===== config.mk =====
export PLATFORM = sky130hd
export DESIGN_NAME = mls_link_supervisor
export DESIGN_NICKNAME = d
export VERILOG_FILES = /design/src/hw/mls_pkg.sv /design/src/hw/mls_link_supervisor.sv
export SDC_FILE = /design/constraint.sdc
export NUM_CORES = 2
export LEC_CHECK = 0
export CORE_MARGIN = 2
export CORE_UTILIZATION = 55
export DETAILED_ROUTE_END_ITERATION = 16
export DONT_BUFFER_PORTS = 1
export PLACE_DENSITY = 0.73
export SYNTH_ARGS = -nofsm -noshare
export SYNTH_HDL_FRONTEND = slang
export SYNTH_SLANG_ARGS = --single-unit

===== constraint.sdc =====
create_clock -name mclk -period 20.2 [get_ports mclk]
set_input_delay 4.04 -clock mclk [delete_from_list [all_inputs] [get_ports mclk]]
set_output_delay 4.04 -clock mclk [all_outputs]
set_load 0.01 [all_outputs]

===== src/hw/mls_pkg.sv =====
// constants for the modbus link supervisor: parameter indices, resets,
// legal ranges, encodings and timing counts.
// assumes a 200 MHz mclk and a one-cycle millisecond tick from outside.
package mls_pkg;

    // ----------------------------------------------------------------
    // parameter indices (the number after the group prefix)
    // ----------------------------------------------------------------
    localparam logic [7:0] IDX_RX_TIMEOUT   = 8'h03; // 0.1 s units
    localparam logic [7:0] IDX_REPLY_DELAY  = 8'h04; // ms
    localparam logic [7:0] IDX_SYNC_ENABLE  = 8'h05;
    localparam logic [7:0] IDX_SYNC_ROLE    = 8'h06;
    localparam logic [7:0] IDX_SYNC_VAR     = 8'h07;
    localparam logic [7:0] IDX_SCALE        = 8'h08; // 0.01 units
    localparam logic [7:0] IDX_SEND_IVL     = 8'h09; // ms
    localparam logic [7:0] IDX_PROTOCOL     = 8'h0A;
    localparam logic [7:0] IDX_DP_ADDR      = 8'h0B;
    localparam logic [7:0] IDX_CAN_ADDR     = 8'h0C;
    localparam logic [7:0] IDX_DNET_ADDR    = 8'h0D;
    localparam logic [7:0] IDX_CARD_DELAY   = 8'h0E; // 0.1 ms units
    localparam logic [7:0] IDX_BIT_RATE     = 8'h0F;
    localparam logic [7:0] IDX_DP_FORMAT    = 8'h10;
    localparam logic [7:0] IDX_STATUS       = 8'h40; // read-only status

    // ----------------------------------------------------------------
    // reset values and legal limits
    // ----------------------------------------------------------------
    localparam logic [15:0] RST_RX_TIMEOUT  = 16'h0000;
    localparam logic [15:0] RST_REPLY_DELAY = 16'h0002;
    localparam logic [15:0] RST_SYNC_VAR    = 16'h0001;
    localparam logic [15:0] RST_SCALE       = 16'h0064; // 1.00
    localparam logic [15:0] RST_SEND_IVL    = 16'h00C8; // 0.200 s
    localparam logic [15:0] RST_CARD_ADDR   = 16'h0001;
    localparam logic [15:0] RST_BIT_RATE    = 16'h0017; // 23
    localparam logic [15:0] MAX_RX_TIMEOUT  = 16'h0258; // 60.0 s
    localparam logic [15:0] MIN_REPLY_DELAY = 16'h0001; // 1 ms
    localparam logic [15:0] MAX_REPLY_DELAY = 16'h0014; // 20 ms
    localparam logic [15:0] MAX_SYNC_ROLE   = 16'h0002;
    localparam logic [15:0] MAX_SYNC_VAR    = 16'h0005;
    localparam logic [15:0] MAX_SCALE       = 16'h03E8; // 10.00
    localparam logic [15:0] MAX_SEND_IVL    = 16'h7530; // 30.000 s
    localparam logic [15:0] MAX_PROTOCOL    = 16'h0003;
    localparam logic [15:0] MAX_DP_ADDR     = 16'h007D; // 125
    localparam logic [15:0] MAX_CAN_ADDR    = 16'h007F; // 127
    localparam logic [15:0] MAX_DNET_ADDR   = 16'h003F; // 63
    localparam logic [15:0] MAX_CARD_DELAY  = 16'h07D0; // 200.0 ms
    localparam logic [15:0] MAX_CAN_RATE    = 16'h0003; // ones digit
    localparam logic [15:0] MAX_DNET_RATE   = 16'h0002; // tens digit
    localparam logic [15:0] MAX_DP_FORMAT   = 16'h0004;

    // ----------------------------------------------------------------
    // encodings
    // ----------------------------------------------------------------
    localparam logic [15:0] ROLE_SLAVE      = 16'h0000;
    localparam logic [15:0] ROLE_VENDOR     = 16'h0002;
    localparam logic [15:0] PROTO_RTU       = 16'h0000;
    localparam logic [15:0] PROTO_DP        = 16'h0001;
    localparam logic [15:0] PROTO_CAN       = 16'h0002;
    localparam logic [7:0]  FAULT_CODE_COMM = 8'h10;
    localparam logic [16:0] MS_PER_TENTH_S  = 17'h00064; // 100
    localparam logic [31:0] SCALE_DIVISOR   = 32'h00000064; // 1.00

    // ----------------------------------------------------------------
    // timing: card delay resolution of 0.1 ms from mclk
    // ----------------------------------------------------------------
    localparam int CLK_PERIOD_PS    = 5000;
    localparam int CARD_TICK_PS     = 100000000; // 0.1 ms
    localparam int CARD_TICK_CYCLES = CARD_TICK_PS / CLK_PERIOD_PS;

endpackage : mls_pkg


===== src/hw/mls_link_supervisor.sv =====
// modbus link supervisor: receive watchdog, reply delay, master-slave
// synchronisation and expansion card settings of a drive.
// assumes frame checks, millisecond tick and storage done come from the
// uart/protocol logic, all synchronous to mclk.
//
// Summary of operation
// - timeout limit 0..60.0 s, zero disables
// - valid frame gap beyond limit is timeout
// - timeout raises communication fault code
// - reply waits 1..20 ms after valid frame
// - storage writes add their time to delay
// - valid needs function, length and crc ok
// - sync feature only when enable equals 1
// - role: slave, modbus master, vendor master
// - master sends variable picked by selector
// - slave scales received value by 0.00..10.00
// - master repeats send every 0..30.000 s
// - slave follows commands from the master
// - protocol selector picks rtu or card
// - per-card node address with own range
// - card reply delay 0..200.0 ms
// - bit rate digits: canopen ones, devicenet tens
// - dp format selects one of five codes
`timescale 1ns/10ps
`default_nettype none

module mls_link_supervisor
#(
    parameter int CARD_TICK_CYCLES = mls_pkg::CARD_TICK_CYCLES
)
(
    input  wire logic        mclk,           // system clock
    input  wire logic        rst_n,          // async reset
    input  wire logic        msTick,         // one-cycle ms pulse
    input  wire logic        frameEnd,       // end of received frame
    input  wire logic        funcCodeOk,     // function code correct
    input  wire logic        lengthOk,       // data length correct
    input  wire logic        crcOk,          // crc correct
    input  wire logic        needsStore,     // request writes nvm
    input  wire logic        storeDone,      // nvm write finished
    input  wire logic        faultClear,     // clears timeout fault
    input  wire logic        paramWrite,     // parameter write strobe
    input  wire logic [7:0]  paramIndex,     // parameter index
    input  wire logic [15:0] paramWdata,     // write value
    input  wire logic [15:0] outFreq,        // sync source 0
    input  wire logic [15:0] setFreq,        // sync source 1
    input  wire logic [15:0] outTorque,      // sync source 2
    input  wire logic [15:0] setTorque,      // sync source 3
    input  wire logic [15:0] pidSetpoint,    // sync source 4
    input  wire logic [15:0] outCurrent,     // sync source 5
    input  wire logic        syncRxValid,    // sync value received
    input  wire logic [15:0] syncRxValue,    // received sync value
    input  wire logic        cardDataIn,     // master sent card data
    output logic      [15:0] paramRdata,     // read value
    output logic             paramError,     // refused write
    output logic             replyStart,     // start the response
    output logic             commTimeoutFault, // sticky timeout
    output logic      [7:0]  faultCode,      // active fault code
    output logic             syncSendPulse,  // master send now
    output logic             syncSendVendor, // send on vendor bus
    output logic      [15:0] syncSendValue,  // value to send
    output logic             syncFollowActive, // slave mode on
    output logic             syncFollowValid,  // scaled value ready
    output logic      [15:0] syncFollowValue,  // scaled value
    output logic      [1:0]  protocolSel,    // active protocol
    output logic      [6:0]  cardAddress,    // address of chosen card
    output logic      [1:0]  canRate,        // canopen rate code
    output logic      [1:0]  dnetRate,       // devicenet rate code
    output logic      [2:0]  dpFormat,       // dp format code
    output logic             cardReplyStart  // card reply now
);
    import mls_pkg::*;

    // ----------------------------------------------------------------
    // elaboration checks
    // ----------------------------------------------------------------
    if (CARD_TICK_CYCLES < 2 || CARD_TICK_CYCLES > 65535)
    begin : g_bad_tick
        $error("card tick count out of range");
    end

    // ----------------------------------------------------------------
    // state
    // ----------------------------------------------------------------
    typedef enum logic [2:0] {
        RS_IDLE  = 3'b001,   // nothing pending
        RS_STORE = 3'b010,   // waiting for nvm write
        RS_DELAY = 3'b100    // counting reply delay
    } mls_reply_t;

    typedef struct packed {
        logic [16:3][15:0] cfg;       // parameter registers
        logic [16:0]       wdogCnt;   // ms since last valid frame
        logic              fault;     // timeout fault
        mls_reply_t        rstate;    // reply sequencer
        logic [4:0]        replyCnt;  // elapsed ms of reply delay
        logic [15:0]       sendCnt;   // ms since last master send
        logic              cardBusy;  // card delay running
        logic [15:0]       preCnt;    // 0.1 ms prescaler
        logic [10:0]       cardCnt;   // elapsed 0.1 ms units
        logic [15:0]       rdata;
        logic              perr;
        logic              reply;
        logic [7:0]        fcode;
        logic              sendPulse;
        logic              sendVendor;
        logic [15:0]       sendValue;
        logic              follow;
        logic              followValid;
        logic [15:0]       followValue;
        logic [1:0]        proto;
        logic [6:0]        addr;
        logic [1:0]        canR;
        logic [1:0]        dnetR;
        logic [2:0]        dpF;
        logic              cardReply;
    } mls_state_t;

    mls_state_t st;       // registered state
    mls_state_t next_st;  // next state

    // ----------------------------------------------------------------
    // helpers
    // ----------------------------------------------------------------
    // legality of a write; refused writes keep the old value
    function automatic logic inRange(input logic [7:0]  idx,
                                     input logic [15:0] v);
        logic ok;
        ok = 1'b0;
        case (idx)
            IDX_RX_TIMEOUT:  ok = (v <= MAX_RX_TIMEOUT);
            IDX_REPLY_DELAY: ok = (v >= MIN_REPLY_DELAY) &&
                                  (v <= MAX_REPLY_DELAY);
            IDX_SYNC_ENABLE: ok = (v <= 16'h0001);
            IDX_SYNC_ROLE:   ok = (v <= MAX_SYNC_ROLE);
            IDX_SYNC_VAR:    ok = (v <= MAX_SYNC_VAR);
            IDX_SCALE:       ok = (v <= MAX_SCALE);
            IDX_SEND_IVL:    ok = (v <= MAX_SEND_IVL);
            IDX_PROTOCOL:    ok = (v <= MAX_PROTOCOL);
            IDX_DP_ADDR:     ok = (v != 16'h0000) && (v <= MAX_DP_ADDR);
            IDX_CAN_ADDR:    ok = (v != 16'h0000) && (v <= MAX_CAN_ADDR);
            IDX_DNET_ADDR:   ok = (v <= MAX_DNET_ADDR);
            IDX_CARD_DELAY:  ok = (v <= MAX_CARD_DELAY);
            IDX_BIT_RATE:    ok = ((v % 16'd10) <= MAX_CAN_RATE) &&
                                  ((v / 16'd10) <= MAX_DNET_RATE);
            IDX_DP_FORMAT:   ok = (v <= MAX_DP_FORMAT);
            default:         ok = 1'b0;
        endcase
        return ok;
    endfunction : inRange

    // received value times factor in hundredths, saturating at 16 bits
    function automatic logic [15:0] scaleValue(input logic [15:0] v,
                                               input logic [15:0] f);
        logic [31:0] q;
        q = (32'(v) * 32'(f)) / SCALE_DIVISOR;
        return (q > 32'h0000FFFF) ? 16'hFFFF : q[15:0];
    endfunction : scaleValue

    // ----------------------------------------------------------------
    // next-state logic
    // ----------------------------------------------------------------
    logic        validFrame;   // frame passes every check
    logic [16:0] limitMs;      // watchdog limit in ms
    logic        syncOn;       // master-slave feature enabled
    logic [4:0]  wIdx;         // index into cfg, 0x10 needs five bits

    always_comb
    begin
        validFrame = frameEnd && funcCodeOk && lengthOk && crcOk;
        limitMs    = 17'(st.cfg[3]) * MS_PER_TENTH_S;
        syncOn     = (st.cfg[5] == 16'h0001);
        wIdx       = paramIndex[4:0];
        next_st    = st;
        // pulses last one cycle
        next_st.perr        = 1'b0;
        next_st.reply       = 1'b0;
        next_st.sendPulse   = 1'b0;
        next_st.followValid = 1'b0;
        next_st.cardReply   = 1'b0;

        // parameter writes, range checked
        if (paramWrite)
        begin
            if (inRange(paramIndex, paramWdata))
                next_st.cfg[wIdx] = paramWdata;
            else
                next_st.perr = 1'b1;  // unknown index or bad value
        end

        // read mux, answer one cycle after the index is presented
        if (paramIndex >= IDX_RX_TIMEOUT && paramIndex <= IDX_DP_FORMAT)
            next_st.rdata = st.cfg[wIdx];
        else if (paramIndex == IDX_STATUS)
            next_st.rdata = {12'h000, st.cardBusy, st.rstate != RS_IDLE,
                             st.follow, st.fault};
        else
            next_st.rdata = 16'h0000;

        // receive watchdog
        if (st.cfg[3] == 16'h0000)
            next_st.wdogCnt = 17'h00000;  // disabled, even in sync mode
        else if (validFrame)
            next_st.wdogCnt = 17'h00000;
        else if (msTick && st.wdogCnt <= limitMs)
            next_st.wdogCnt = st.wdogCnt + 17'h00001;
        // set wins over clear so a late timeout is never lost
        if (st.cfg[3] != 16'h0000 && st.wdogCnt > limitMs)
            next_st.fault = 1'b1;
        else if (faultClear)
            next_st.fault = 1'b0;
        next_st.fcode = next_st.fault ? FAULT_CODE_COMM : 8'h00;

        // reply sequencer; a new valid frame restarts it
        case (st.rstate)
            RS_IDLE:
            begin
                // nothing to do until a request arrives
            end
            RS_STORE:
            begin
                if (storeDone)
                    next_st.rstate = RS_DELAY;
            end
            RS_DELAY:
            begin
                if (msTick)
                begin
                    if (st.replyCnt + 5'd1 >= st.cfg[4][4:0])
                    begin
                        next_st.reply  = 1'b1;
                        next_st.rstate = RS_IDLE;
                    end
                    else
                        next_st.replyCnt = st.replyCnt + 5'd1;
                end
            end
            default:
                next_st.rstate = RS_IDLE;
        endcase
        if (validFrame)
        begin
            next_st.replyCnt = 5'd0;
            // storage time is added before the configured delay
            next_st.rstate = needsStore ? RS_STORE : RS_DELAY;
        end

        // master: periodic send of the selected variable
        if (syncOn && st.cfg[6] != ROLE_SLAVE)
        begin
            if (msTick)
            begin
                // interval zero sends on every tick
                if (st.sendCnt + 16'd1 >= st.cfg[9])
                begin
                    next_st.sendCnt   = 16'd0;
                    next_st.sendPulse = 1'b1;
                    next_st.sendVendor = (st.cfg[6] == ROLE_VENDOR);
                    case (st.cfg[7][2:0])
                        3'h0:    next_st.sendValue = outFreq;
                        3'h1:    next_st.sendValue = setFreq;
                        3'h2:    next_st.sendValue = outTorque;
                        3'h3:    next_st.sendValue = setTorque;
                        3'h4:    next_st.sendValue = pidSetpoint;
                        default: next_st.sendValue = outCurrent;
                    endcase
                end
                else
                    next_st.sendCnt = st.sendCnt + 16'd1;
            end
        end
        else
            next_st.sendCnt = 16'd0;

        // slave: scale and pass on what the master sends
        next_st.follow = syncOn && (st.cfg[6] == ROLE_SLAVE);
        if (st.follow && syncRxValid)
        begin
            next_st.followValid = 1'b1;
            next_st.followValue = scaleValue(syncRxValue, st.cfg[8]);
        end

        // expansion card settings
        next_st.proto = st.cfg[10][1:0];
        case (st.cfg[10])
            PROTO_RTU: next_st.addr = 7'h00;
            PROTO_DP:  next_st.addr = st.cfg[11][6:0];
            PROTO_CAN: next_st.addr = st.cfg[12][6:0];
            default:   next_st.addr = st.cfg[13][6:0];
        endcase
        next_st.canR  = 2'((st.cfg[15] % 16'd10));
        next_st.dnetR = 2'((st.cfg[15] / 16'd10));
        // format only meaningful with the dp card
        next_st.dpF = (st.cfg[10] == PROTO_DP) ? st.cfg[16][2:0]
                                               : 3'h0;

        // card process data reply delay in 0.1 ms units
        if (cardDataIn && st.cfg[10] != PROTO_RTU)
        begin
            next_st.cardBusy = 1'b1;
            next_st.preCnt   = 16'd0;
            next_st.cardCnt  = 11'd0;
        end
        else if (st.cardBusy)
        begin
            if (st.cardCnt >= st.cfg[14][10:0])
            begin
                next_st.cardReply = 1'b1;
                next_st.cardBusy  = 1'b0;
            end
            else if (st.preCnt == 16'(CARD_TICK_CYCLES - 1))
            begin
                next_st.preCnt  = 16'd0;
                next_st.cardCnt = st.cardCnt + 11'd1;
            end
            else
                next_st.preCnt = st.preCnt + 16'd1;
        end
    end

    // ----------------------------------------------------------------
    // state register
    // ----------------------------------------------------------------
    always_ff @(posedge mclk or negedge rst_n)
    begin
        if (!rst_n)
        begin
            st        <= '0;
            st.rstate <= RS_IDLE;
            st.cfg[3]  <= RST_RX_TIMEOUT;
            st.cfg[4]  <= RST_REPLY_DELAY;
            st.cfg[7]  <= RST_SYNC_VAR;
            st.cfg[8]  <= RST_SCALE;
            st.cfg[9]  <= RST_SEND_IVL;
            st.cfg[11] <= RST_CARD_ADDR;
            st.cfg[12] <= RST_CARD_ADDR;
            st.cfg[13] <= RST_CARD_ADDR;
            st.cfg[15] <= RST_BIT_RATE;
            st.canR    <= 2'h3;
            st.dnetR   <= 2'h2;
        end
        else
            st <= next_st;
    end

    // ----------------------------------------------------------------
    // outputs, all straight from the state register
    // ----------------------------------------------------------------
    assign paramRdata       = st.rdata;
    assign paramError       = st.perr;
    assign replyStart       = st.reply;
    assign commTimeoutFault = st.fault;
    assign faultCode        = st.fcode;
    assign syncSendPulse    = st.sendPulse;
    assign syncSendVendor   = st.sendVendor;
    assign syncSendValue    = st.sendValue;
    assign syncFollowActive = st.follow;
    assign syncFollowValid  = st.followValid;
    assign syncFollowValue  = st.followValue;
    assign protocolSel      = st.proto;
    assign cardAddress      = st.addr;
    assign canRate          = st.canR;
    assign dnetRate         = st.dnetR;
    assign dpFormat         = st.dpF;
    assign cardReplyStart   = st.cardReply;

endmodule : mls_link_supervisor

`default_nettype wire


# == After elaboration in Yosys (flattened, before gate mapping) ==
# Index checks and enable logic that the tools add are counted.
# totals
register_bits,370
input_bits,149
out_inout_bits,80
word_cells,193
# op_classes
add_sub_neg,5
mul,2
n_div,5
order_cmp,26
eq_ne,35
mux,48
reduce_logical,34
# ops
operator,count
$bwmux 224,1
$mux 16,8
$bmux 16 s5,1
$demux 16 s5,1
$pmux 16 s5,1
$mux 17,4
$eq 8x4->1 const B,8
$le 16x2->1 const B,4
$reduce_bool 16->1,4
$mux 28,2
$mux 18,3
$logic_not 16->1,3
$add 16x1->16 const B,2
$div 16x4->16 const B,2
$div 32x7->32 const B,1
$eq 16x1->1 const B,2
$eq 16x2->1 const B,2
$eq 8x3->1 const B,4
$gt 32x16->1 const B,1
$le 16x10->1 const B,2
$le 16x3->1 const B,2
$le 16x7->1 const B,2
$mod 16x4->16 const B,2
$mul 16x16->32,1
46 further kinds,92

# == Depth between registers and ports, before layout ==
# logic_depth
depth_word,7
mapped_depth,90
mapped_depth_nobuf,78

# == Least setup slack after synthesis ==
# No wires, ideal clock.
# synth_timing
kind,input -> register
start,in syncRxValue[11]
end,reg st (netlist bit syncFollowValue[0])
setup_time_ns,0.066
arrival_ns,23.335
required_time_ns,20.134
path_slack_ns,-3.201
stages,86
n_path_buf,9
path_cell_list,clkbuf_1 > nand2_1 > fa_1 > inv_1 > fa_1 > inv_1 > fa_1 > inv_1 > fa_1 > fa_1 > inv_1 > fa_1 > inv_1 > ha_1 > buf_2 > a21oi_2 > o21ai_1 > or3_1 > [50 not listed] > maj3_2 > xnor2_2 > o31ai_2 > nand2_1 > maj3_2 > xnor2_2 > or3_1 > o21a_1 > o32ai_1 > a31oi_1 > and2_1 > buf_6 > maj3_2 > or3_1 > a221oi_2 > mux2i_1 > a21oi_1 > o32a_1
# synth_via
elab_chain_cells,4
# synth_lines
item,line_no,source
start: declaration,mls_link_supervisor.sv:52,"input wire logic [15:0] syncRxValue,"
$mul 16x16->32 (*),mls_link_supervisor.sv:156,q = (32'(v) * 32'(f)) / SCALE_DIVISOR;
$div 32x7->32 (*),mls_link_supervisor.sv:156,
$gt 32x16->1,mls_link_supervisor.sv:157,return (q > 32'h0000FFFF) ? 16'hFFFF : q[15:0];
$mux 16 (*),mls_link_supervisor.sv:157,
end signal: assignment,mls_link_supervisor.sv:343,st <= next_st;
end: declaration,mls_link_supervisor.sv:119,mls_state_t st;
# Every way passes the cells marked *; elsewhere a longest branch is shown, timed or not.
# A chain may end at the register's enable or synchronous reset.

# == Worst setup path after layout ==
# layout_timing
start,in syncRxValue[14]
end,reg st (netlist bit syncFollowValue[0])
# The elaborated chain is that of the path after synthesis.

==> results.txt <==
* Post-Synthesis Mean Instance Area: 8.864 um2
- Overall via count from detail_route: 32,470
* Clock root buffer: sky130_fd_sc_hd__clkbuf_16
- The critical path in this run is classified as in -> reg.
- Routability Congestion: 0.9387
* Number of max-cap violations: 0
- Setup repair after global routing could not meet its margin everywhere.
* Post-route cell area: 0.04405 mm2
* Post-detailed-route count of antenna-violating nets: 0
- The net count of the finished layout is 4,981.
- Across the routed clock network, the largest skew measured is 50.26 ps.
- Clock transition at the register clock pins on the worst setup and hold paths after CTS: 60 ps
- TritonCTS clock tree: built
* Category of cells accounting for the largest share of critical-path delay: compound AO/OA/AOI/OAI gates
- The clock network is responsible for 20.9% of the overall power.
* Placed cell count: 5,140
* Max-slew violations: 0
- Fraction of registers with async set or reset after synthesis: 100.0%
- Setup violations remaining at the end of the flow were counted as 5.
- 0 antenna diodes ended up in the layout.
* Hold buffer count at CTS: 0
* P_leak: 20.41 nW
- Registers are responsible for 19.1% of the overall power.
* Count of placed standard cells in the final layout, fillers left out: 5,321
- Post-layout power: 3.957 mW
- Leaving out fill and tap cells, the most frequent cell in the layout is sky130_fd_sc_hd__buf_4.
- Final worst-path setup slack: -2304 ps
- Relative to the synthesized area, the layout overhead comes to 22.10%.
- Area of the die: 0.06766 mm2
- Post-detailed-route via-to-cell ratio: 6.103
- Of the synthesized area, sequential elements account for 25.38%.
* Most used flip-flop cell after synthesis: sky130_fd_sc_hd__dfrtp_1
- Once placement finished, the instance area stood at 0.04002 mm2.
- The routed design has 106.8 mm of wire.
- Hold path cells: 0
- Antenna violations before repair: 3
- Vias in the first global route: 32,250
- Cells with a size suffix above 1 make up 25.68% of the layout.
- Yosys mapped a number of flops with a built-in enable equal to 0.
- Cell seen most often among critical-path stages: sky130_fd_sc_hd__buf_4
- NetSw: 1.489 mW
- Measured along the y axis, the die boundary spans 260.1 um.
* Switch share: 37.63%
- For this run, the detailed router's first-pass iteration total came to 5.
- For the pin with the worst max-slew slack, the measured transition is 1240 ps.
* CP bufs+invs: 18
- The count of buffers added on input and output ports is 0.
- Worst supply voltage drop on vdd: 0.2829 mV
- By area the synthesized netlist is led by sky130_fd_sc_hd__dfrtp_1 (24%), sky130_fd_sc_hd__fa_1 (11%), sky130_fd_sc_hd__ha_1 (6.8%).
- Initial Util: 55.76%
* Internal portion of total power: 2.468 mW
* Detail-routed net length per standard cell: 20.07 um
- TritonCTS buffer count: 42
* Min Tclk post-route: 22,500 ps
- Total Routing Usage GR: 31.08%
- After layout, the worst path uses 111.4% of the clock period.
- Measured on the finished design, the core utilization comes to 68.09%.
- After legalization and detailed placement, the total HPWL measured 76.71 mm.
- The first global-routing pass estimated 170.4 mm of wire.
* Max transition margin: 17.17%
- The H-tree generated during clock tree synthesis spans 2 levels.
* Cell accounting for the most synthesized area: sky130_fd_sc_hd__dfrtp_1
* Fraction of post-synthesis cell area in the top cell type by area: 24.00%
* Number of standard-cell rows in the floorplan: 93
- Power Dens Cells: 89.83 mW/mm2
- For this run, the number of Yosys warnings is 0.
* Worst-case setup slack after placement: -3414 ps
- Reg2reg path depth: 90
- Clk buf depth: 3
- Synthesis handed over a netlist of 4,070 instances.
- Largest net degree at the start of global routing: 366
- Data on the critical path is required at its endpoint by 20,730 ps.
- Fin. Hold Viols: 0
* Area of the mapped netlist: 0.03608 mm2
* Slowest Stage Delay on Critical Path: 580 ps
* Biggest fanout along the worst timing path: 16
- In the layout the commonest cells are sky130_fd_sc_hd__buf_4 (553), sky130_fd_sc_hd__nand2_1 (389), sky130_fd_sc_hd__dfrtp_1 (346).
- Synthesis inferred 365 register bits.
* DR DRC count: 0
- Number of placed I/O pins: 229
- Worst skew pair latency: 610 ps
* Violated checks: setup timing
* Violation count after the first detailed-route iteration: 2,535
- Number of unique standard cell types used by synthesis: 138
* Crit-path slowest cell: sky130_fd_sc_hd__fa_1
* Element type at the critical path end: flop
- Timing would allow up to 44.44 MHz.
* Total clock sinks: 365
* Startpoint type of the worst setup path: input pin
- Number of cells on the critical path: 86
- The die is 260.1 um wide.
* Combinational share of power: 59.9%
* Floorplan core area: 0.06470 mm2
- The run finished, with violations left.
- For the worst setup path, the data arrival time is 23,040 ps.
- The total overflow left after global routing is 0.
* Worst hold path class: reg -> reg
==> cells in the mapped netlist (all sizes together), types with 31 or more instances <==
cell,instances
a21oi,234
nand3,86
nand2b,38
clkbuf,157
fa,203
mux2i,51
mux4,48
o211ai,31
nor3,71
a22oi,35
inv,334
and3,42
o21ai,220
ha,197
nand2,408
or3,31
xor2,50
nor2b,40
nor2,263
a21o,36
nand4,37
mux2,64
xnor2,103
dfrtp,346
and2,288
a31oi,40
buf,123
a211oi,73
==> worst reg2reg max path, delay by kind of cell (launching register included) <==
kind / cells / cell delay (ps)
adder cells (fa/ha/maj): 10 / 4360
flip-flops: 1 / 770
buffers and inverters: 20 / 2510
AO/OA/AOI/OAI: 33 / 6700
AND/OR/NAND/NOR: 21 / 4410
XOR/XNOR: 3 / 530
multiplexers: 3 / 570
==> final cells by class <==
| cell class | instances | area (um2) |
|---|---|---|
| multi-input cells | 3095 | 26430 |
| well taps | 855 | 1070 |
| fillers | 4903 | 20650 |
| repair buffers | 590 | 4612 |
| inverters | 338 | 1269 |
| flip-flops and latches | 365 | 9158 |
| clock inverters | 18 | 300.3 |
| clock buffers | 60 | 1209 |
==> registers in the layout, indices dropped and copies added (netlist names), 3 cells and up <==
register	count
st	291
paramRdata	16
syncFollowValue	16
syncSendValue	16
cardAddress	7
dpFormat	3
==> power groups by stage <==
stage / registers, mW / logic [mW] / clock network, mW
floorplan: 0.764 / 1.22 / 0
global route: 0.758 / 2.54 / 0.870
detailed placement: 0.770 / 1.93 / 0
CTS: 0.757 / 2.21 / 0.839
global placement: 0.770 / 1.91 / 0
finish: 0.757 / 2.37 / 0.829
==> routing by layer <==
metal	up-vias	track usage, %	part of all wire, %
met4	6	11.40	3.7
met3	258	5.750	7.2
met2	1299	51.82	48
met1	15980	40.44	41
met5	-	0	0.036
li1	14930	-	-
==> kinds of logic (layout without fill, tap and decap cells) <==
group                      after synthesis  in the layout  synth area share (%)
AOI/OAI and AO/OA                      974            975                 19.20
xor gates and xnor gates               154            155                 3.954
adders and majority gates              412            412                 18.45
buffers and inverters                  618           1006                 7.370
DFF                                    365            365                 25.38
muxes                                  163            163                 6.454
other                                    1              7               0.01039
and+or+nand+nor                       1383           1383                 19.19
==> per-stage QoR <==
step / hold WS (ps) / TNS (ps)
detailed placement: 389.2 / -13310
floorplan: 357.2 / -6773
global route: 402.6 / -11090
global placement: 387.8 / -12660
CTS: 398.3 / -5073
finish: 400.1 / -7380
==> what timing repair did <==
| action | in CTS | in global routing |
|---|---|---|
| endpoints found under the setup margin | 6 | 6 |
| pin swaps | 125 | 80 |
| buffers inserted | 73 | 30 |
| cloned | 1 | 1 |
| resized for setup | 176 | 158 |
==> worst paths after layout <==
check / startpoint / end / slack (ps)
setup reg to reg: st[231] / syncFollowValue[0] / 330
setup / recovery: syncRxValue[14] / syncFollowValue[0] / -2300
min in group asynchronous: rst_n / syncFollowValid / 3140
hold / removal: st[341] / canRate[0] / 400
hold reg to reg: st[341] / canRate[0] / 400
max in group asynchronous: rst_n / st[98] / 16130
Note: power is estimated with default switching activity, not from simulation.
